==> src/verilog/nvmcl_map.vh <==
// Constants for the start-up configuration loader
`ifndef NVMCL_MAP_VH
`define NVMCL_MAP_VH

// Register offsets
`define NVMCL_OFS_ALERT_MASK   8'h0c
`define NVMCL_OFS_CC_CAP       8'h18
`define NVMCL_OFS_VCONN_ILIM   8'h1e
`define NVMCL_OFS_VCONN_MON    8'h20
`define NVMCL_OFS_RANGE_SHIFT  8'h22
`define NVMCL_OFS_SOFT_RESET   8'h23
`define NVMCL_OFS_DISCH_TIME   8'h25
`define NVMCL_OFS_SUPPLY_MON   8'h2e

// Image slots, one byte each; slot 8 holds the stored-only bits
`define NVMCL_IDX_ALERT_MASK   4'h0
`define NVMCL_IDX_CC_CAP       4'h1
`define NVMCL_IDX_VCONN_ILIM   4'h2
`define NVMCL_IDX_VCONN_MON    4'h3
`define NVMCL_IDX_RANGE_SHIFT  4'h4
`define NVMCL_IDX_SOFT_RESET   4'h5
`define NVMCL_IDX_DISCH_TIME   4'h6
`define NVMCL_IDX_SUPPLY_MON   4'h7
`define NVMCL_IDX_NVM_ONLY     4'h8
`define NVMCL_IDX_NONE         4'hf
`define NVMCL_SLOTS            9
`define NVMCL_LOAD_LAST        4'h9

// Field positions
`define NVMCL_B_CONN_MASK      6
`define NVMCL_B_MON_MASK       5
`define NVMCL_B_FAULT_MASK     4
`define NVMCL_F_ADV_CUR        6:5
`define NVMCL_B_VCONN_DISCH    4
`define NVMCL_B_VCONN_SUPPLY   0
`define NVMCL_F_ILIM           3:0
`define NVMCL_B_MON_ON         0
`define NVMCL_B_UV_SEL         1
`define NVMCL_F_HIGH_SHIFT     7:4
`define NVMCL_F_LOW_SHIFT      3:0
`define NVMCL_B_SOFT_RST_SEL   0
`define NVMCL_F_TO_ZERO        7:4
`define NVMCL_F_STEP           3:0
`define NVMCL_B_UV_OFF         0
`define NVMCL_B_RANGE_OFF      1
`define NVMCL_F_SAFE_ZERO      3:2
`define NVMCL_B_OV_OFF         3
`define NVMCL_B_STANDBY_OFF    0
`define NVMCL_B_DISCH_OFF      1

// Factory image, slot 0 in the low byte
`define NVMCL_FACTORY_IMAGE    72'h01_01aa_0055_0100_2170
// Bits taken from the stored image at load
`define NVMCL_NVM_MASK         72'h03_1fff_00ff_000f_7170
// Bits software may write
`define NVMCL_WR_MASK          72'h00_1fff_01ff_030f_7170

// System supply switch-over level, in millivolts
`define NVMCL_SYS_SUPPLY_MV    3100

`endif

==> src/verilog/nvmcl_top.v <==
// Start-up configuration loader with host register port
`timescale 1ns/10ps
module nvmcl_top #(
    // Arbitrary value, stands for the customer key
    parameter [15:0] CUSTOMER_KEY = 16'h5a3c
) (
    input  wire        CORE_CLK,
    input  wire        RST,
    input  wire        POWER_ON_RST,
    input  wire [7:0]  REG_ADDR,
    input  wire        REG_WR,
    input  wire [7:0]  REG_WDATA,
    input  wire        REG_RD,
    output reg  [7:0]  REG_RDATA,
    output reg         REG_RVALID,
    input  wire        PROG_REQ,
    input  wire [15:0] PROG_KEY,
    input  wire [71:0] PROG_IMAGE,
    output reg         PROG_ACK,
    output reg         PROG_REFUSED,
    output wire        NVM_LOCKED,
    input  wire        MAIN_SUPPLY_PRESENT,
    input  wire        SYS_SUPPLY_PRESENT,
    input  wire        SYS_SUPPLY_ABOVE_3V1,
    output wire        SYSTEM_SUPPLY_INPUT_SEL,
    output reg         CONFIG_READY,
    output wire        CONN_ALERT_MASK,
    output wire        MONITOR_ALERT_MASK,
    output wire        FAULT_ALERT_MASK,
    output wire [1:0]  ADVERTISED_CURRENT_SEL,
    output wire        CABLE_POWER_DISCHARGE_ON,
    output wire        CABLE_POWER_SUPPLY_ON,
    output wire [3:0]  CABLE_POWER_CURRENT_LIMIT,
    output wire        CABLE_POWER_MONITOR_ON,
    output wire        CABLE_POWER_UNDERVOLT_SEL,
    output wire [3:0]  BUS_HIGH_LIMIT_SHIFT,
    output wire [3:0]  BUS_LOW_LIMIT_SHIFT,
    output wire        SOFT_RESET_SELECT,
    output wire [3:0]  DISCHARGE_TO_ZERO_TIME,
    output wire [3:0]  DISCHARGE_STEP_TIME,
    output wire        MAIN_SUPPLY_OVERVOLT_OFF,
    output wire        BUS_RANGE_CHECK_OFF,
    output wire [1:0]  BUS_SAFE_ZERO_THRESHOLD,
    output wire        MAIN_SUPPLY_UNDERVOLT_OFF,
    output wire        STANDBY_POWER_OFF,
    output wire        DISCHARGE_PATH_OFF
);
`include "nvmcl_map.vh"

    localparam       S_LOAD = 1'b0;
    localparam       S_RUN  = 1'b1;

    localparam [71:0] NVM_MASK = `NVMCL_NVM_MASK;
    localparam [71:0] WR_MASK  = `NVMCL_WR_MASK;
    localparam [71:0] FACTORY  = `NVMCL_FACTORY_IMAGE;

    reg         state_q;
    reg         state_d;
    reg  [3:0]  load_cnt_q;
    reg  [3:0]  load_cnt_d;
    reg  [71:0] cfg_q;
    reg  [71:0] cfg_d;
    reg  [7:0]  rdata_d;
    reg         ready_d;
    reg         ack_d;
    reg         refused_d;
    reg  [3:0]  load_idx;
    reg  [3:0]  wr_idx;
    reg  [3:0]  rd_idx;
    reg  [7:0]  slot_nvm_mask;
    reg  [7:0]  slot_wr_mask;
    reg  [7:0]  slot_factory;
    reg  [7:0]  slot_load;
    reg  [7:0]  slot_write;
    wire [7:0]  nvm_data;
    wire [3:0]  nvm_rd_index;
    wire        prog_ok;
    wire        nvm_locked;

    // Address to slot; unmapped and stored-only slots give none
    function [3:0] slot_of;
        input [7:0] addr;
        begin
            case (addr)
                `NVMCL_OFS_ALERT_MASK:  slot_of = `NVMCL_IDX_ALERT_MASK;
                `NVMCL_OFS_CC_CAP:      slot_of = `NVMCL_IDX_CC_CAP;
                `NVMCL_OFS_VCONN_ILIM:  slot_of = `NVMCL_IDX_VCONN_ILIM;
                `NVMCL_OFS_VCONN_MON:   slot_of = `NVMCL_IDX_VCONN_MON;
                `NVMCL_OFS_RANGE_SHIFT: slot_of = `NVMCL_IDX_RANGE_SHIFT;
                `NVMCL_OFS_SOFT_RESET:  slot_of = `NVMCL_IDX_SOFT_RESET;
                `NVMCL_OFS_DISCH_TIME:  slot_of = `NVMCL_IDX_DISCH_TIME;
                `NVMCL_OFS_SUPPLY_MON:  slot_of = `NVMCL_IDX_SUPPLY_MON;
                default:                slot_of = `NVMCL_IDX_NONE;
            endcase
        end
    endfunction

    // Bit offset of a slot inside the packed image
    function [6:0] slot_bit;
        input [3:0] idx;
        begin
            slot_bit = {idx, 3'b000};
        end
    endfunction

    // Byte of a slot; slots past the last read zero, never an unknown
    function [7:0] slot_get;
        input [71:0] img;
        input [3:0]  idx;
        begin
            case (idx)
                4'h0:    slot_get = img[7:0];
                4'h1:    slot_get = img[15:8];
                4'h2:    slot_get = img[23:16];
                4'h3:    slot_get = img[31:24];
                4'h4:    slot_get = img[39:32];
                4'h5:    slot_get = img[47:40];
                4'h6:    slot_get = img[55:48];
                4'h7:    slot_get = img[63:56];
                4'h8:    slot_get = img[71:64];
                default: slot_get = 8'h00;
            endcase
        end
    endfunction

    // Image with one slot replaced; other slots pass unchanged
    function [71:0] slot_put;
        input [71:0] img;
        input [3:0]  idx;
        input [7:0]  val;
        begin
            slot_put = img;
            if (idx < `NVMCL_SLOTS) begin
                slot_put[slot_bit(idx) +: 8] = val;
            end
        end
    endfunction

    // Stored image; its read data come out of a register
    nvmcl_nvm_store u_store (
        .clk        (CORE_CLK),
        .por        (POWER_ON_RST),
        .prog_en    (prog_ok),
        .prog_image (PROG_IMAGE),
        .rd_index   (nvm_rd_index),
        .rd_data_q  (nvm_data),
        .locked_q   (nvm_locked)
    );

    // Supply choice runs on synchronised comparator levels
    nvmcl_supply_sel u_supply (
        .clk          (CORE_CLK),
        .rst          (RST),
        .main_present (MAIN_SUPPLY_PRESENT),
        .sys_present  (SYS_SUPPLY_PRESENT),
        .sys_above    (SYS_SUPPLY_ABOVE_3V1),
        .use_sys_q    (SYSTEM_SUPPLY_INPUT_SEL)
    );

    assign NVM_LOCKED   = nvm_locked;
    assign nvm_rd_index = (state_q == S_LOAD) ? load_cnt_q : `NVMCL_IDX_NONE;

    // Refused during load so the image is never rewritten mid-read
    // Key and lock check
    assign prog_ok = PROG_REQ & (state_q == S_RUN) & ~nvm_locked
                   & (PROG_KEY == CUSTOMER_KEY);

    // Load sequencer: one slot issued per cycle, captured a cycle later
    // The store answers a cycle late, so the count runs one past the last slot
    always @* begin
        state_d    = state_q;
        load_cnt_d = load_cnt_q;
        ready_d    = CONFIG_READY;
        load_idx   = load_cnt_q - 4'h1;
        case (state_q)
            S_LOAD: begin
                load_cnt_d = load_cnt_q + 4'h1;
                if (load_cnt_q == `NVMCL_LOAD_LAST) begin
                    state_d    = S_RUN;
                    load_cnt_d = 4'h0;
                    ready_d    = 1'b1;
                end
            end
            S_RUN: begin
                load_cnt_d = 4'h0;
            end
            default: begin
                state_d    = S_LOAD;
                load_cnt_d = 4'h0;
                ready_d    = 1'b0;
            end
        endcase
    end

    // Live configuration update
    always @* begin
        cfg_d         = cfg_q;
        wr_idx        = slot_of(REG_ADDR);
        slot_nvm_mask = slot_get(NVM_MASK, load_idx);
        slot_factory  = slot_get(FACTORY, load_idx);
        slot_wr_mask  = slot_get(WR_MASK, wr_idx);
        slot_load     = (nvm_data & slot_nvm_mask)
                      | (slot_factory & ~slot_nvm_mask);
        slot_write    = (slot_get(cfg_q, wr_idx) & ~slot_wr_mask)
                      | (REG_WDATA & slot_wr_mask);
        if (state_q == S_LOAD) begin
            if (load_cnt_q != 4'h0) begin
                cfg_d = slot_put(cfg_q, load_idx, slot_load);
            end
        end else if (REG_WR && wr_idx != `NVMCL_IDX_NONE) begin
            cfg_d = slot_put(cfg_q, wr_idx, slot_write);
        end
    end

    // Read answer; unmapped offsets and reads during load return zero
    always @* begin
        rd_idx  = slot_of(REG_ADDR);
        rdata_d = 8'h00;
        if (REG_RD && state_q == S_RUN && rd_idx != `NVMCL_IDX_NONE) begin
            rdata_d = slot_get(cfg_q, rd_idx);
        end
    end

    always @* begin
        ack_d     = prog_ok;
        refused_d = PROG_REQ & ~prog_ok;
    end

    // Live bits start at the factory image so outputs are sane during load
    always @(posedge CORE_CLK or posedge RST) begin
        if (RST) begin
            state_q      <= S_LOAD;
            load_cnt_q   <= 4'h0;
            cfg_q        <= `NVMCL_FACTORY_IMAGE;
            CONFIG_READY <= 1'b0;
            REG_RDATA    <= 8'h00;
            REG_RVALID   <= 1'b0;
            PROG_ACK     <= 1'b0;
            PROG_REFUSED <= 1'b0;
        end else begin
            state_q      <= state_d;
            load_cnt_q   <= load_cnt_d;
            cfg_q        <= cfg_d;
            CONFIG_READY <= ready_d;
            REG_RDATA    <= rdata_d;
            // Every read strobe is answered, even unmapped or during load
            REG_RVALID   <= REG_RD;
            PROG_ACK     <= ack_d;
            PROG_REFUSED <= refused_d;
        end
    end

    // Field outputs are plain slices of the live flops
    // Alert masks
    assign CONN_ALERT_MASK    = cfg_q[8*0 + `NVMCL_B_CONN_MASK];
    assign MONITOR_ALERT_MASK = cfg_q[8*0 + `NVMCL_B_MON_MASK];
    assign FAULT_ALERT_MASK   = cfg_q[8*0 + `NVMCL_B_FAULT_MASK];

    assign ADVERTISED_CURRENT_SEL   = cfg_q[8*1 + 5 +: 2];
    assign CABLE_POWER_DISCHARGE_ON = cfg_q[8*1 + `NVMCL_B_VCONN_DISCH];
    assign CABLE_POWER_SUPPLY_ON    = cfg_q[8*1 + `NVMCL_B_VCONN_SUPPLY];

    assign CABLE_POWER_CURRENT_LIMIT = cfg_q[8*2 +: 4];

    assign CABLE_POWER_MONITOR_ON    = cfg_q[8*3 + `NVMCL_B_MON_ON];
    assign CABLE_POWER_UNDERVOLT_SEL = cfg_q[8*3 + `NVMCL_B_UV_SEL];

    assign BUS_HIGH_LIMIT_SHIFT = cfg_q[8*4 + 4 +: 4];
    assign BUS_LOW_LIMIT_SHIFT  = cfg_q[8*4 +: 4];

    assign SOFT_RESET_SELECT = cfg_q[8*5 + `NVMCL_B_SOFT_RST_SEL];

    assign DISCHARGE_TO_ZERO_TIME = cfg_q[8*6 + 4 +: 4];
    assign DISCHARGE_STEP_TIME    = cfg_q[8*6 +: 4];

    assign MAIN_SUPPLY_OVERVOLT_OFF  = cfg_q[8*7 + `NVMCL_B_OV_OFF];
    assign BUS_RANGE_CHECK_OFF       = cfg_q[8*7 + `NVMCL_B_RANGE_OFF];
    assign BUS_SAFE_ZERO_THRESHOLD   = cfg_q[8*7 + 2 +: 2];
    assign MAIN_SUPPLY_UNDERVOLT_OFF = cfg_q[8*7 + `NVMCL_B_UV_OFF];

    // Stored-only bits have no register address at all
    // Standby and discharge-path disables
    assign STANDBY_POWER_OFF  = cfg_q[8*8 + `NVMCL_B_STANDBY_OFF];
    assign DISCHARGE_PATH_OFF = cfg_q[8*8 + `NVMCL_B_DISCH_OFF];

endmodule // nvmcl_top

==> src/verilog/nvmcl_nvm_store.v <==
// One-time programmable store of the start-up image
`timescale 1ns/10ps
module nvmcl_nvm_store (
    input  wire        clk,
    input  wire        por,
    input  wire        prog_en,
    input  wire [71:0] prog_image,
    input  wire [3:0]  rd_index,
    output reg  [7:0]  rd_data_q,
    output reg         locked_q
);
`include "nvmcl_map.vh"

    reg  [71:0] image_q;
    wire [6:0]  rd_bit;

    assign rd_bit = {rd_index[3:0], 3'b000};

    // Only power-on clears the array, a pin reset keeps it
    always @(posedge clk or posedge por) begin
        if (por) begin
            image_q   <= `NVMCL_FACTORY_IMAGE;
            locked_q  <= 1'b0;
            rd_data_q <= 8'h00;
        end else begin
            if (prog_en && !locked_q) begin
                image_q  <= prog_image;
                locked_q <= 1'b1;
            end
            if (rd_index < `NVMCL_SLOTS) begin
                rd_data_q <= image_q[rd_bit +: 8];
            end else begin
                rd_data_q <= 8'h00;
            end
        end
    end

endmodule // nvmcl_nvm_store

==> src/verilog/nvmcl_supply_sel.v <==
// Choice of the supply that powers the device
`timescale 1ns/10ps
module nvmcl_supply_sel (
    input  wire clk,
    input  wire rst,
    input  wire main_present,
    input  wire sys_present,
    input  wire sys_above,
    output reg  use_sys_q
);
`include "nvmcl_map.vh"

    reg  [2:0] meta_q;
    reg  [2:0] sync_q;
    wire       use_sys_d;

    // Comparator pins are asynchronous, two flops each
    always @(posedge clk or posedge rst) begin
        if (rst) begin
            meta_q <= 3'h0;
            sync_q <= 3'h0;
        end else begin
            meta_q <= {sys_above, sys_present, main_present};
            sync_q <= meta_q;
        end
    end

    assign use_sys_d = sync_q[1] & (sync_q[2] | ~sync_q[0]);

    always @(posedge clk or posedge rst) begin
        if (rst) begin
            use_sys_q <= 1'b0;
        end else begin
            use_sys_q <= use_sys_d;
        end
    end

endmodule // nvmcl_supply_sel

==> config.mk <==
export PLATFORM = sky130hd
export DESIGN_NAME = nvmcl_top
export DESIGN_NICKNAME = d
export VERILOG_FILES = /design/src/verilog/nvmcl_top.v /design/src/verilog/nvmcl_nvm_store.v /design/src/verilog/nvmcl_supply_sel.v
export VERILOG_INCLUDE_DIRS = /design/src /design/src/verilog
export SDC_FILE = /design/constraint.sdc
export NUM_CORES = 1
export LEC_CHECK = 0
export ABC_AREA = 1
export BUFFER_PORTS_ARGS = -buffer_cell sky130_fd_sc_hd__buf_4
export CAP_MARGIN = 20
export CORE_UTILIZATION = 42
export CTS_CLUSTER_DIAMETER = 100
export CTS_CLUSTER_SIZE = 28
export DETAILED_ROUTE_END_ITERATION = 10
export PLACE_DENSITY_LB_ADDON = 0.05
export SETUP_SLACK_MARGIN = 0.02
export SYNTH_ARGS = -nofsm -noshare
export SYNTH_HDL_FRONTEND = slang
export SYNTH_HIERARCHICAL = 1
export SYNTH_SLANG_ARGS = --single-unit
==> constraint.sdc <==
create_clock -name CORE_CLK -period 3.2 [get_ports CORE_CLK]
set_input_delay 0.64 -clock CORE_CLK [delete_from_list [all_inputs] [get_ports CORE_CLK]]
set_output_delay 0.64 -clock CORE_CLK [all_outputs]
set_load 0.01 [all_outputs]
# == Word level (Yosys, flattened, before mapping) ==
# Memories as Yosys holds them, arrays and structs flattened.
# Index checks and enable logic that the tools add are counted.
# totals
regBits,177
latchBits,0
mem_bits_rw,0
romBits,384
out_inout_bits,51
word_cells,95
mem_count,3
# memory_table
memory,depth,width,rd,rd_clocked_by_memory_dff,wr,line_no,source
(no name shown),16,8,1,0,0,nvmcl_top.v:111,case (idx)
(no name shown),16,8,1,0,0,nvmcl_top.v:111,
(no name shown),16,8,1,0,0,nvmcl_top.v:111,
# classes
addsub,4
multipliers,0
n_div,0
magnitude_cmp,3
eq_ne,21
n_shift,5
muxes,16
bitwise,18
reduce_logical,11
# op_table
cell,count
72-bit 2-to-1 mux,5
72-bit bitwise mux,2
"8-bit by 9-bit variable shift with 72-bit output, first input constant",2
8-bit by 9-bit indexed part select with 72-bit output,2
8-bit one-hot mux with 9 select lines,1
72-bit by 8-bit indexed part select with 8-bit output,1
"8-bit by 6-bit equality test with 1-bit output, second input constant",5
8-bit bitwise AND,4
4-bit one-hot mux with 8 select lines,1
7-bit negation with 9-bit output,2
"16-bit by 15-bit equality test with 1-bit output, second input constant",1
"4-bit by 3-bit equality test with 1-bit output, second input constant",4
"8-bit by 5-bit equality test with 1-bit output, second input constant",2
8-bit 2-to-1 mux,2
8-bit NOT,2
8-bit OR,2
"4-bit less-than comparator, second input constant",3
"4-bit by 2-bit equality test with 1-bit output, second input constant",2
"4-bit equality test, second input constant",2
"8-bit by 4-bit equality test with 1-bit output, second input constant",1
4-bit 2-to-1 mux,2
4-bit one-hot mux with 2 select lines,1
1-bit bitwise AND,5
"4-bit by 1-bit adder with 4-bit output, second input constant",1
other kinds (14),23

# == Depth between registers and ports, before layout ==
# Gate-level depths: netlist (run 1).
# depth
depth_word,11
depth_mapped,24
mapped_depth_nobuf,22

# == Cells and area by module ==
# The synthesis (run 1) kept the hierarchy.
# modules_own_cells
module,n_inst,cells_per_inst,area_each_um2
nvmcl_top,1,915,6348.6
nvmcl_nvm_store,1,355,3724.8
nvmcl_supply_sel,1,11,195.2

# == Least setup slack after synthesis (run 1) ==
# Ideal clock, no wire load.
# synth_path
path_type,input to register
startpoint,input REG_ADDR[7]
endpoint,register cfg_q[24]
setup_ns,0.076
t_arrival_ns,3.297
setup_slack_ns,-0.172
stages,16
cell_sequence,nor2_1 -> nand2_1 -> nor2_1 -> nor2_4 -> nand3_1 -> nor2_8 -> inv_1 -> clkbuf_1 -> ha_1 -> buf_1 -> clkbuf_1 -> nand3b_1 -> a21oi_4 -> o21ai_1 -> nor2_1 -> nor2_1
# synth_via
elab_chain_len,11
# synth_rtl
item,line_no,source
start: declaration,nvmcl_top.v:10,"input wire [7:0] REG_ADDR,"
8-bit by 6-bit equality test with 1-bit output (tied with other cells),nvmcl_top.v:84,case (addr)
4-bit one-hot mux with 8 select lines *,nvmcl_top.v:84,
memory read 16 x 8 bit (tied with other cells),-,
8-bit NOT or 8-bit one-hot mux with 9 select lines (tied branches),"nvmcl_top.v:204, nvmcl_top.v:111",
8-bit bitwise AND,nvmcl_top.v:204,"slot_write = (slot_get(cfg_q, wr_idx) & ~slot_wr_mask)"
8-bit OR,nvmcl_top.v:205,| (REG_WDATA & slot_wr_mask);
8-bit by 9-bit indexed part select with 72-bit output,nvmcl_top.v:134,slot_put[slot_bit(idx) +: 8] = val;
72-bit bitwise mux,nvmcl_top.v:134,
72-bit 2-to-1 mux,nvmcl_top.v:133,if (idx < `NVMCL_SLOTS) begin
72-bit 2-to-1 mux,nvmcl_top.v:210,end else if (REG_WR && wr_idx != `NVMCL_IDX_NONE) begin
72-bit 2-to-1 mux,nvmcl_top.v:206,if (state_q == S_LOAD) begin
end signal: assignment,nvmcl_top.v:234,cfg_q <= `NVMCL_FACTORY_IMAGE;
end signal: assignment,nvmcl_top.v:243,cfg_q <= cfg_d;
end: declaration,nvmcl_top.v:61,reg [71:0] cfg_q;
# Mark *: on every way between the ends. The rest lies on a longest branch, timed or not. The select of a mux whose other input is x is not followed.
# A chain may end at the register's enable or synchronous reset.

# == Final worst setup path (run 1) ==
# layout_path
startpoint,input REG_ADDR[7]
endpoint,register cfg_q[45]
# Same word-level chain as after synthesis.

==> impl_metrics.py, run 1 <==
metrics = {
    "route": {
        "vias_per_cell": 5.152,
        "drt_wl_total_um": 31780,
        "dr.pass1.iters": 5,
        "drc": 0,
        "drtAntennaViolNets": 0,
        "drtIter0Drc": 714,
        "via_count": 9382,
        "wl_per_cell_um": 17.45,
    },
    "floorplan": {
        "core.rowCount": 56,
        "io_pins": 164,
        "core_um2": 23750,
        "initial_utilization_pct": 43.23,
        "fp.dieH_um": 158.4,
        "dieArea_um2": 25080,
        "die_w_um": 158.4,
    },
    "global_routing": {
        "antenna_found_initial": 0,
        "overflow": 0,
        "grt_pass1_vias": 9221,
        "grt_pass1_wl_um": 50400,
        "grt_max_degree": 82,
        "globalRouteTotalUtil_pct": 26.53,
    },
    "finish": {
        "diodes": 0,
        "seq_area_um2": 4319,
        "layout.cells.non_filler": 1821,
        "final.fill_count": 2322,
        "fin_nets": 1617,
        "synthToLayoutAreaGrowth_pct": 25.94,
        "drive_gt1_share_pct": 31.89,
        "postLayoutCoreUtil_pct": 54.45,
        "multi_input_area_um2": 5120,
    },
    "pwr": {
        "max-vdd-ir-drop_mv": 0.2877,
        "p_leak_uw": 0.006646,
        "p_per_area_nw_per_um2": 356.1,
        "pwr-share-comb_pct": 5.7,
        "p_int_uw": 3447,
        "p_switching_uw": 1159,
        "seq_power_share_pct": 47.2,
        "power_uw": 4605,
        "clkPwrFrac_pct": 47.0,
        "power_switching_share_pct": 25.16,
    },
    "worst_setup_path": {
        "endpoint_kind": "flop",
        "slowest_delay_ns": 0.26,
        "worst-path-buf-inv": 4,
        "ff2ff_path_depth": 15,
        "cp_slowest_cell": "ha_1",
        "critPathRequiredTime_ns": 3.56,
        "r2r-end": "cfg_q[45]",
        "critical_path_class": "input port to flop",
        "path_delay_family": "simple AND/OR/NAND/NOR gates",
        "crit_path_cell_trace": "buf_4 -> nor2_1 -> nand2_1 -> nor2_2 -> nor2_4 -> nand3_4 -> nand3_1 -> inv_1 -> ha_4 -> ha_1 -> nor2_2 -> nand4_4 -> inv_1 -> nand2_1 -> a21oi_4 -> buf_4 -> nor2_1 -> a21oi_1",
        "critPathLaunchType": "input port",
        "crit_fanout": 6,
        "critPathArrivalTime_ns": 3.25,
        "r2r_start": "load_cnt_q[0]",
        "r2r_setup_slack_ns": 0.49,
    },
    "synthesis": {
        "synthMostInstantiatedCell": "nand2_1",
        "yosysTopAreaCell": "dfrtp_1",
        "avgSynthCellArea_um2": 8.016,
        "synth_top_family_by_area": "simple AND/OR/NAND/NOR gates",
        "synth-xor-area-share_pct": 0.4386,
        "syn_inst": 1281,
        "synth_seq_cells": 171,
        "netlist_top_cells_area": "dfrtp_1 (34%), nand2_1 (12%), dfstp_2 (8.2%), nor2_1 (6.8%), mux2_2 (6.4%)",
        "synth_compound_gate_area_share_pct": 6.421,
        "synth-async-reset-ratio_pct": 100.0,
        "netlist_top_cells_count": "nand2_1 (333), nor2_1 (187), dfrtp_1 (139)",
        "synth.net_count": 1409,
        "synth.top_cell.area_share_pct": 33.87,
        "synthMuxAreaShare_pct": 6.360,
        "synth_edf_count": 0,
        "synth_fa_ha_area_share_pct": 1.828,
        "synth_cell_types": 50,
        "synth_area_um2": 10270,
        "ys_dominant_reg_cell": "dfrtp_1",
        "synth_seq_area_share_pct": 42.06,
        "yosysWarningCount": 6,
        "synth-simple-area-share_pct": 34.52,
    },
    "timing": {
        "fmax_ghz": 0.3464,
        "rsz0062_at_grt": "false",
        "fin_crit_ns": 2.887,
        "post-route-period-util_pct": 90.22,
        "skew_ns": 0.01957,
        "tightest_slew_ns": 0.6097,
        "relSlewSlack_pct": 59.35,
        "setup_viol": 0,
        "hold_viol_final": 0,
        "maxSlewViolCount": 0,
    },
    "clock_network": {
        "cts_max_level": 4,
        "clock_sinks": 171,
        "clk_path_buf_depth": 2,
        "clock_latency_ns": 0.44,
        "clkTransAtPathRegs_ns": 0.08,
        "cts_setup_buffers": 0,
        "cts_tree": "yes",
        "cts.hold.buffers_added": 0,
        "root_buffer": "clkbuf_16",
        "cts_made_buffers": 17,
    },
    "job": {
        "maxCapViolCount": 0,
    },
    "place": {
        "place.port_buffers": 163,
        "place_congestion": 0.9385,
        "dp.cells": 1789,
        "hpwl_um": 24230,
    },
    "hold_path": {
        "hp-class": "input port to async pin",
    },
    "status": {
        "status": "complete, no violations",
    },
}
-- how the worst max path moves through the flow --
stage	startpoint	slack, ns	to	cells after the start
5_1_grt	REG_ADDR[0]	0.07	cfg_q[47]	18
3_3_place_gp	REG_ADDR[7]	-0.13	cfg_q[41]	18
2_1_floorplan	REG_ADDR[7]	0.03	cfg_q[40]	17
6_report	REG_ADDR[7]	0.31	cfg_q[45]	18
3_5_place_dp	REG_ADDR[7]	-0.22	cfg_q[45]	18
4_1_cts	REG_ADDR[0]	0.24	cfg_q[45]	18
-- registers in the layout (all words and copies together), names as in the netlist --
| name | cells |
|---|---|
| u_store/image_q | 72 |
| cfg_q | 66 |
| REG_RDATA | 8 |
| u_store/rd_data_q | 8 |
| load_cnt_q | 4 |
| u_supply/meta_q | 3 |
| u_supply/sync_q | 3 |
| CONFIG_READY | 1 |
| PROG_ACK | 1 |
| PROG_REFUSED | 1 |
| REG_RVALID | 1 |
| state_q | 1 |
| u_store/locked_q | 1 |
| u_supply/use_sys_q | 1 |
-- kinds of logic (layout without fill, tap and decap cells) --
group                      count (synthesis)  after routing
xor gates and xnor gates                   3              3
DFF                                      171            171
AOI/OAI and AO/OA                        105            105
buffers and inverters                    170            391
muxes                                     58             58
adders and majority gates                 15             15
and+or+nand+nor                          759            759
-- power groups by stage --
stage | clock (uW) | sequential [uW] | combinational [uW]
6_report | 2170 | 2170 | 264
5_1_grt | 2280 | 2180 | 288
4_1_cts | 2210 | 2170 | 266
3_5_place_dp | 0 | 2220 | 266
3_3_place_gp | 0 | 2220 | 266
2_1_floorplan | 0 | 2220 | 91.4
-- final cells by class --
cell class,count,share of cell area (%)
clock buffer,18,3.396
clock inverter,14,1.296
inverter,98,2.922
multi-input combinational,940,39.59
sequential,171,33.40
tap,319,3.086
timing repair buffer,261,16.31
-- timing repair --
action,4_1_cts,5_1_grt
gates resized for setup,0,3
endpoints found under the hold margin,0,0
setup endpoints to repair,0,6
-- layer usage --
metal / vias up / part of all wire, % / track usage (%) / wire, um
met4: 0 / 4.0 / 13.19 / 1272
met3: 70 / 5.6 / 4.437 / 1786
li1: 4576 / - / - / -
met5: - / 0 / 0 / 0
met2: 297 / 48 / 43.88 / 15130
met1: 4439 / 43 / 33.50 / 13600
-- per-stage QoR --
| step | setup slack, ns | cell area [um^2] | hold slack (ns) | setup TNS (ns) |
|---|---|---|---|---|
| 6_report | 0.3130 | 12930 | 0.1356 | 0 |
| 3_5_place_dp | -0.2194 | 12310 | 0.3347 | -5.141 |
| 4_1_cts | 0.2423 | 12920 | 0.1278 | 0 |
| 2_1_floorplan | 0.02726 | 10280 | 0.3312 | 0 |
| 5_1_grt | 0.06552 | 12930 | 0.1607 | 0 |
| 3_3_place_gp | -0.1343 | 12310 | 0.3328 | -2.271 |
-- cell usage in the layout (no fill, tap or decap), types with 3 or more instances in the layout --
master     instances
nand2_1          332
buf_4            249
dfrtp_1          139
nor3_1             5
nor2_2             8
a21oi_4            4
clkinv_2           3
mux2_2            58
ha_1              14
nand2_2            8
nand2_4            8
o21ai_2            4
a21oi_1           61
inv_1             75
buf_12            12
inv_8              5
o21ai_1           10
o21ai_0            9
a21oi_2           11
nor2_4             9
or2_2              4
inv_6              5
inv_4              3
nand3_1          122
nand3_4            4
nor2_1           183
nand4_1           56
clkbuf_16         17
inv_2             15
clkinv_1           3
nor2_8             4
dfstp_2           32
Power figures use the tool's default switching activity.
==> run 2: changes to the inputs <==
Settings changed: PLACE_DENSITY_LB_ADDON 0.05 to 0.12.
==> run 2 against run 1 <==
Net effect:
- clock-buffer cell count is 1 lower
- highest routed layer unchanged
- fmax shrank 2.0%
- first-iteration DRC count decreased by 8.7%
==> impl_metrics.py, run 2 (synthesis results as in run 1) <==
metrics = {
    "status": {
        "status": "complete, no violations",
    },
    "floorplan": {
        "initial_utilization_pct": 43.23,
        "fp.dieH_um": 158.4,
        "core_um2": 23750,
        "die_w_um": 158.4,
        "dieArea_um2": 25080,
        "core.rowCount": 56,
        "io_pins": 164,
    },
    "timing": {
        "hold_viol_final": 0,
        "setup_viol": 0,
        "relSlewSlack_pct": 48.60,
        "fin_crit_ns": 2.944,
        "maxSlewViolCount": 0,
        "setup_ws_ns": 0.2555,
        "tightest_slew_ns": 0.7710,
        "post-route-period-util_pct": 92.01,
        "rsz0062_at_grt": "false",
        "fmax_ghz": 0.3396,
        "skew_ns": 0.01867,
    },
    "route": {
        "dr_wl_met3_um": 2356,
        "drtAntennaViolNets": 0,
        "drc": 0,
        "vias_per_cell": 5.188,
        "wl_met2_um": 14480,
        "dr.pass1.iters": 5,
        "wl_per_cell_um": 17.12,
        "routedLengthMet1_um": 13280,
        "drtIter0Drc": 652,
        "via_count": 9463,
        "drt_wl_total_um": 31220,
        "routed.top_layer": "met4",
    },
    "clock_network": {
        "clkTransAtPathRegs_ns": 0.08,
        "root_buffer": "clkbuf_16",
        "cts_made_buffers": 17,
        "clock_latency_ns": 0.45,
        "cts_tree": "yes",
        "clock_sinks": 171,
        "cts_max_level": 4,
        "clk_path_buf_depth": 2,
    },
    "place": {
        "place.port_buffers": 163,
        "hpwl_um": 23360,
        "dp.cells": 1790,
        "place_congestion": 0.9670,
        "place_ws_ns": -0.1815,
    },
    "global_routing": {
        "antenna_found_initial": 0,
        "globalRouteTotalUtil_pct": 25.99,
        "grt_pass1_vias": 9220,
        "grt_pass1_wl_um": 49270,
        "grt_max_degree": 71,
        "overflow": 0,
    },
    "worst_setup_path": {
        "critPathLaunch": "REG_ADDR[7]",
        "critPathArrivalTime_ns": 3.32,
        "endpoint_kind": "flop",
        "critPathRequiredTime_ns": 3.57,
        "crit_fanout": 7,
        "critical_path_class": "input port to flop",
        "cp_slowest_cell": "ha_1",
        "critPathLaunchType": "input port",
        "path_delay_family": "simple AND/OR/NAND/NOR gates",
        "worst-path-buf-inv": 4,
        "crit_path_cell_trace": "buf_4 -> nor2_1 -> nand2_1 -> nor2_2 -> nor2_4 -> nand3_4 -> nand3_1 -> inv_1 -> ha_2 -> ha_1 -> nor2_2 -> nand4_4 -> buf_4 -> nor2_4 -> buf_4 -> nand2_1 -> nand2_1 -> nand2_1 -> o21ai_1",
        "cp_common_cell": "nand2_1",
        "slowest_delay_ns": 0.29,
        "r2r_start": "load_cnt_q[0]",
    },
    "finish": {
        "final_common_cell": "nand2_1",
        "diodes": 0,
        "drive_gt1_share_pct": 31.96,
        "final_cell_mix": "nand2_1 (333), buf_4 (249), nor2_1 (184)",
        "fin_nets": 1620,
        "final.fill_count": 2319,
        "synthToLayoutAreaGrowth_pct": 26.25,
        "layout.cells.non_filler": 1824,
        "largest_reg_flops": 72,
        "reg_top3": "u_store/image_q (72), cfg_q (66)",
        "postLayoutCoreUtil_pct": 54.58,
        "top_register": "u_store/image_q",
    },
    "pwr": {
        "p_leak_uw": 0.006645,
        "p_per_area_nw_per_um2": 352.4,
        "power_uw": 4568,
        "max-vdd-ir-drop_mv": 0.3090,
    },
    "hold_path": {
        "hp-class": "input port to async pin",
    },
    "job": {
        "maxCapViolCount": 0,
    },
}
run 2: worst register-to-register path, delay by kind of cell, from the launching register on:
family / cells / cell delay (ns)
and+or+nand+nor: 9 / 1.46
adders and majority gates: 2 / 0.48
buffers and inverters: 3 / 0.22
AOI/OAI and AO/OA: 1 / 0.08
DFF: 1 / 0.39
run 2: layout make-up:
cell class,instances,area (um^2),share of cell area (%)
multi-input combinational,940,5105,39.38
sequential,171,4319,33.32
timing repair buffer,264,2170,16.74
clock buffer,17,425.4,3.282
tap,319,399.1,3.079
inverter,98,377.9,2.915
clock inverter,15,167.7,1.293
run 2: final timing paths:
path                                  endpoint  slack, ns  depth (start not counted)
setup / recovery                     cfg_q[53]       0.26                         19
hold / removal             u_store/image_q[50]       0.11                          2
setup reg to reg                     cfg_q[45]       0.49                         15
hold reg to reg             u_supply/sync_q[2]       0.35                          0
max in group asynchronous            cfg_q[49]       2.10                          3
min in group CORE_CLK       u_supply/meta_q[0]       0.31                          1
run 2: metrics by stage:
stage / hold WS [ns] / TNS, ns / area, um^2
after floorplan: 0.3312 / 0 / 10280
after global placement: 0.3360 / -2.399 / 12360
after detailed placement: 0.3347 / -4.283 / 12360
after CTS: 0.1056 / 0 / 12950
after global routing: 0.1120 / 0 / 12960
final: 0.1095 / 0 / 12960
run 2: power by group:
group          internal (uW)  total (uW)  switching [uW]
registers               2170        2170            3.67
logic                    133         267             134
clock network           1060        2130            1070
total                   3360        4570            1210
run 2: repair_timing:
action                                  4_1_cts  5_1_grt
resized for setup                             0        1
endpoints found under the setup margin        0        6
hold buffers                                  0        0
endpoints found under the hold margin         0        0
buffers inserted                              0        2
run 2: layer usage:
layer	up-vias	GRT usage, %
met5	-	0
met2	362	42.19
met1	4434	33.70
met3	74	5.035
met4	0	11.08
li1	4593	-
==> run 3: changes to the inputs <==
Settings changed: MAX_ROUTING_LAYER from default to met4.
==> run 3 against run 2 <==
Net effect:
- clock-buffer cell count unchanged
- via count down 0.76%
- final cell count shrank 0.33%
- routed wire length increased by 0.82%
- critical path depth down 1
- design area about the same
- register-to-register slack worse by 0.14 ns
- clock power down 2%
- combinational power about the same
- utilization is essentially flat
- worst setup slack lost 0.12 ns
- sequential share of layout area about the same
==> impl_metrics.py, run 3 (synthesis results as in run 1) <==
metrics = {
    "route": {
        "via_count": 9391,
        "vias_per_cell": 5.166,
        "drtAntennaViolNets": 0,
        "drc": 0,
        "dr.pass1.iters": 6,
        "drtIter0Drc": 705,
        "wl_per_cell_um": 17.32,
        "drt_wl_total_um": 31480,
    },
    "pwr": {
        "p_leak_uw": 0.006629,
        "max-vdd-ir-drop_mv": 0.2807,
        "power_uw": 4529,
        "p_per_area_nw_per_um2": 349.5,
    },
    "clock_network": {
        "root_buffer": "clkbuf_16",
        "cts.hold.buffers_added": 0,
        "clkTransAtPathRegs_ns": 0.07,
        "clock_latency_ns": 0.44,
        "cts_max_level": 4,
        "cts_made_buffers": 17,
        "clock_sinks": 171,
        "clk_path_buf_depth": 2,
        "cts_tree": "yes",
    },
    "floorplan": {
        "initial_utilization_pct": 43.23,
        "io_pins": 164,
        "fp.dieH_um": 158.4,
        "core.rowCount": 56,
        "dieArea_um2": 25080,
        "core_um2": 23750,
        "die_w_um": 158.4,
    },
    "timing": {
        "fmax_ghz": 0.3267,
        "tightest_slew_ns": 0.5379,
        "hold_viol_final": 0,
        "maxSlewViolCount": 0,
        "setup_ws_ns": 0.1389,
        "post-route-period-util_pct": 95.66,
        "fin_crit_ns": 3.061,
        "timing.hold.ws_ns": 0.1398,
        "relSlewSlack_pct": 64.09,
        "skew_ns": 0.01804,
        "setup_viol": 0,
    },
    "finish": {
        "synthToLayoutAreaGrowth_pct": 26.20,
        "diodes": 0,
        "postLayoutCoreUtil_pct": 54.56,
        "final_cell_mix": "nand2_1 (332), buf_4 (242), nor2_1 (183)",
        "fin_nets": 1614,
        "final_common_cell": "nand2_1",
        "drive_gt1_share_pct": 31.75,
        "largest_reg_flops": 72,
        "top_register": "u_store/image_q",
        "reg_top3": "u_store/image_q (72), cfg_q (66)",
        "fin_area_um2": 12960,
    },
    "place": {
        "place.port_buffers": 163,
        "place_ws_ns": -0.2053,
        "place_congestion": 0.9542,
        "hpwl_um": 23410,
        "dpl_cell_area_um2": 12310,
    },
    "worst_setup_path": {
        "endpoint_kind": "flop",
        "critPathArrivalTime_ns": 3.42,
        "r2r_setup_slack_ns": 0.35,
        "critPathRequiredTime_ns": 3.56,
        "crit_fanout": 12,
        "critical_path_class": "input port to flop",
        "r2r-end": "cfg_q[34]",
        "critPathLaunchType": "input port",
        "r2r_start": "load_cnt_q[0]",
        "ff2ff_path_depth": 13,
    },
    "global_routing": {
        "grt_pass1_vias": 9075,
        "antenna_found_initial": 0,
        "grt_max_degree": 88,
        "overflow": 0,
        "globalRouteTotalUtil_pct": 26.93,
        "grt_pass1_wl_um": 49340,
    },
    "job": {
        "maxCapViolCount": 0,
    },
    "hold_path": {
        "hp-class": "input port to async pin",
    },
    "status": {
        "status": "complete, no violations",
    },
}
run 3: cell count changes in the layout (fill, tap and decap cells not counted):
cell | previous run | this run
nand2_2 | 7 | 8
inv_1 | 74 | 75
nor2_2 | 7 | 5
clkinv_4 | 2 | 3
inv_8 | 6 | 3
buf_4 | 249 | 242
inv_2 | 16 | 15
nand2_1 | 333 | 332
nor2_4 | 9 | 12
buf_12 | 15 | 16
nor2_1 | 184 | 183
clkinv_8 | 3 | 5
run 3: area by class of cell:
class	instances	area (um^2)
Inverter	98	377.9
Fill cell	2294	10790
Multi-Input combinational cell	940	5125
Timing Repair Buffer	258	2137
Clock buffer	17	425.4
Clock inverter	15	175.2
Tap cell	319	399.1
Sequential cell	171	4319
run 3: stage by stage:
stage          TNS [ns]  instances
2_1_floorplan         0       1281
3_5_place_dp     -5.459       1784
6_report              0       1818
5_1_grt        -0.09321       1818
4_1_cts               0       1816
3_3_place_gp     -3.087       1784
run 3: how the worst max path moves through the flow:
stage                            from        end  slack (ns)  depth (start not counted)
after floorplan           REG_ADDR[7]  cfg_q[40]        0.03                         17
after global placement    REG_ADDR[7]  cfg_q[45]       -0.14                         17
after detailed placement  REG_ADDR[7]  cfg_q[41]       -0.21                         18
after CTS                 REG_ADDR[7]  cfg_q[41]        0.24                         18
after global routing      REG_ADDR[0]  cfg_q[42]       -0.02                         18
final                     REG_ADDR[0]  cfg_q[49]        0.14                         18
run 3: routing by layer:
layer | vias to the layer above | wire (um) | track usage [%] | part of all wire [%]
met2 | 331 | 14900 | 42.79 | 47
li1 | 4578 | - | - | -
met1 | 4433 | 13550 | 34.38 | 43
met5 | - | 0 | - | 0
met3 | 49 | 2259 | 4.709 | 7.2
met4 | 0 | 765 | 9.936 | 2.4
run 3: timing repair:
item                                    in CTS  in global routing
setup buffers                                0                  2
gates resized for setup                      0                  5
endpoints found under the setup margin       0                 14
run 3: worst max-delay path, stage by stage:
cell     delay [ns]
buf_4          0.12
nor2_1         0.20
nand3_1        0.16
nor2_4         0.14
nor2_4         0.06
nand3_4        0.10
nand3_1        0.14
inv_1          0.14
ha_2           0.26
ha_1           0.29
nor2_2         0.19
nand4_4        0.20
buf_12         0.19
nor2_4         0.13
o21ai_2        0.08
inv_2          0.19
nand2_1        0.09
o21ai_1        0.09
run 3: where the power goes:
group	leakage (uW)	total [uW]	switching [uW]	internal (uW)
clock network	0.000288	2090	1030	1050
logic	0.00418	268	136	132
registers	0.00216	2170	4.47	2170
total	0.00663	4530	1170	3360
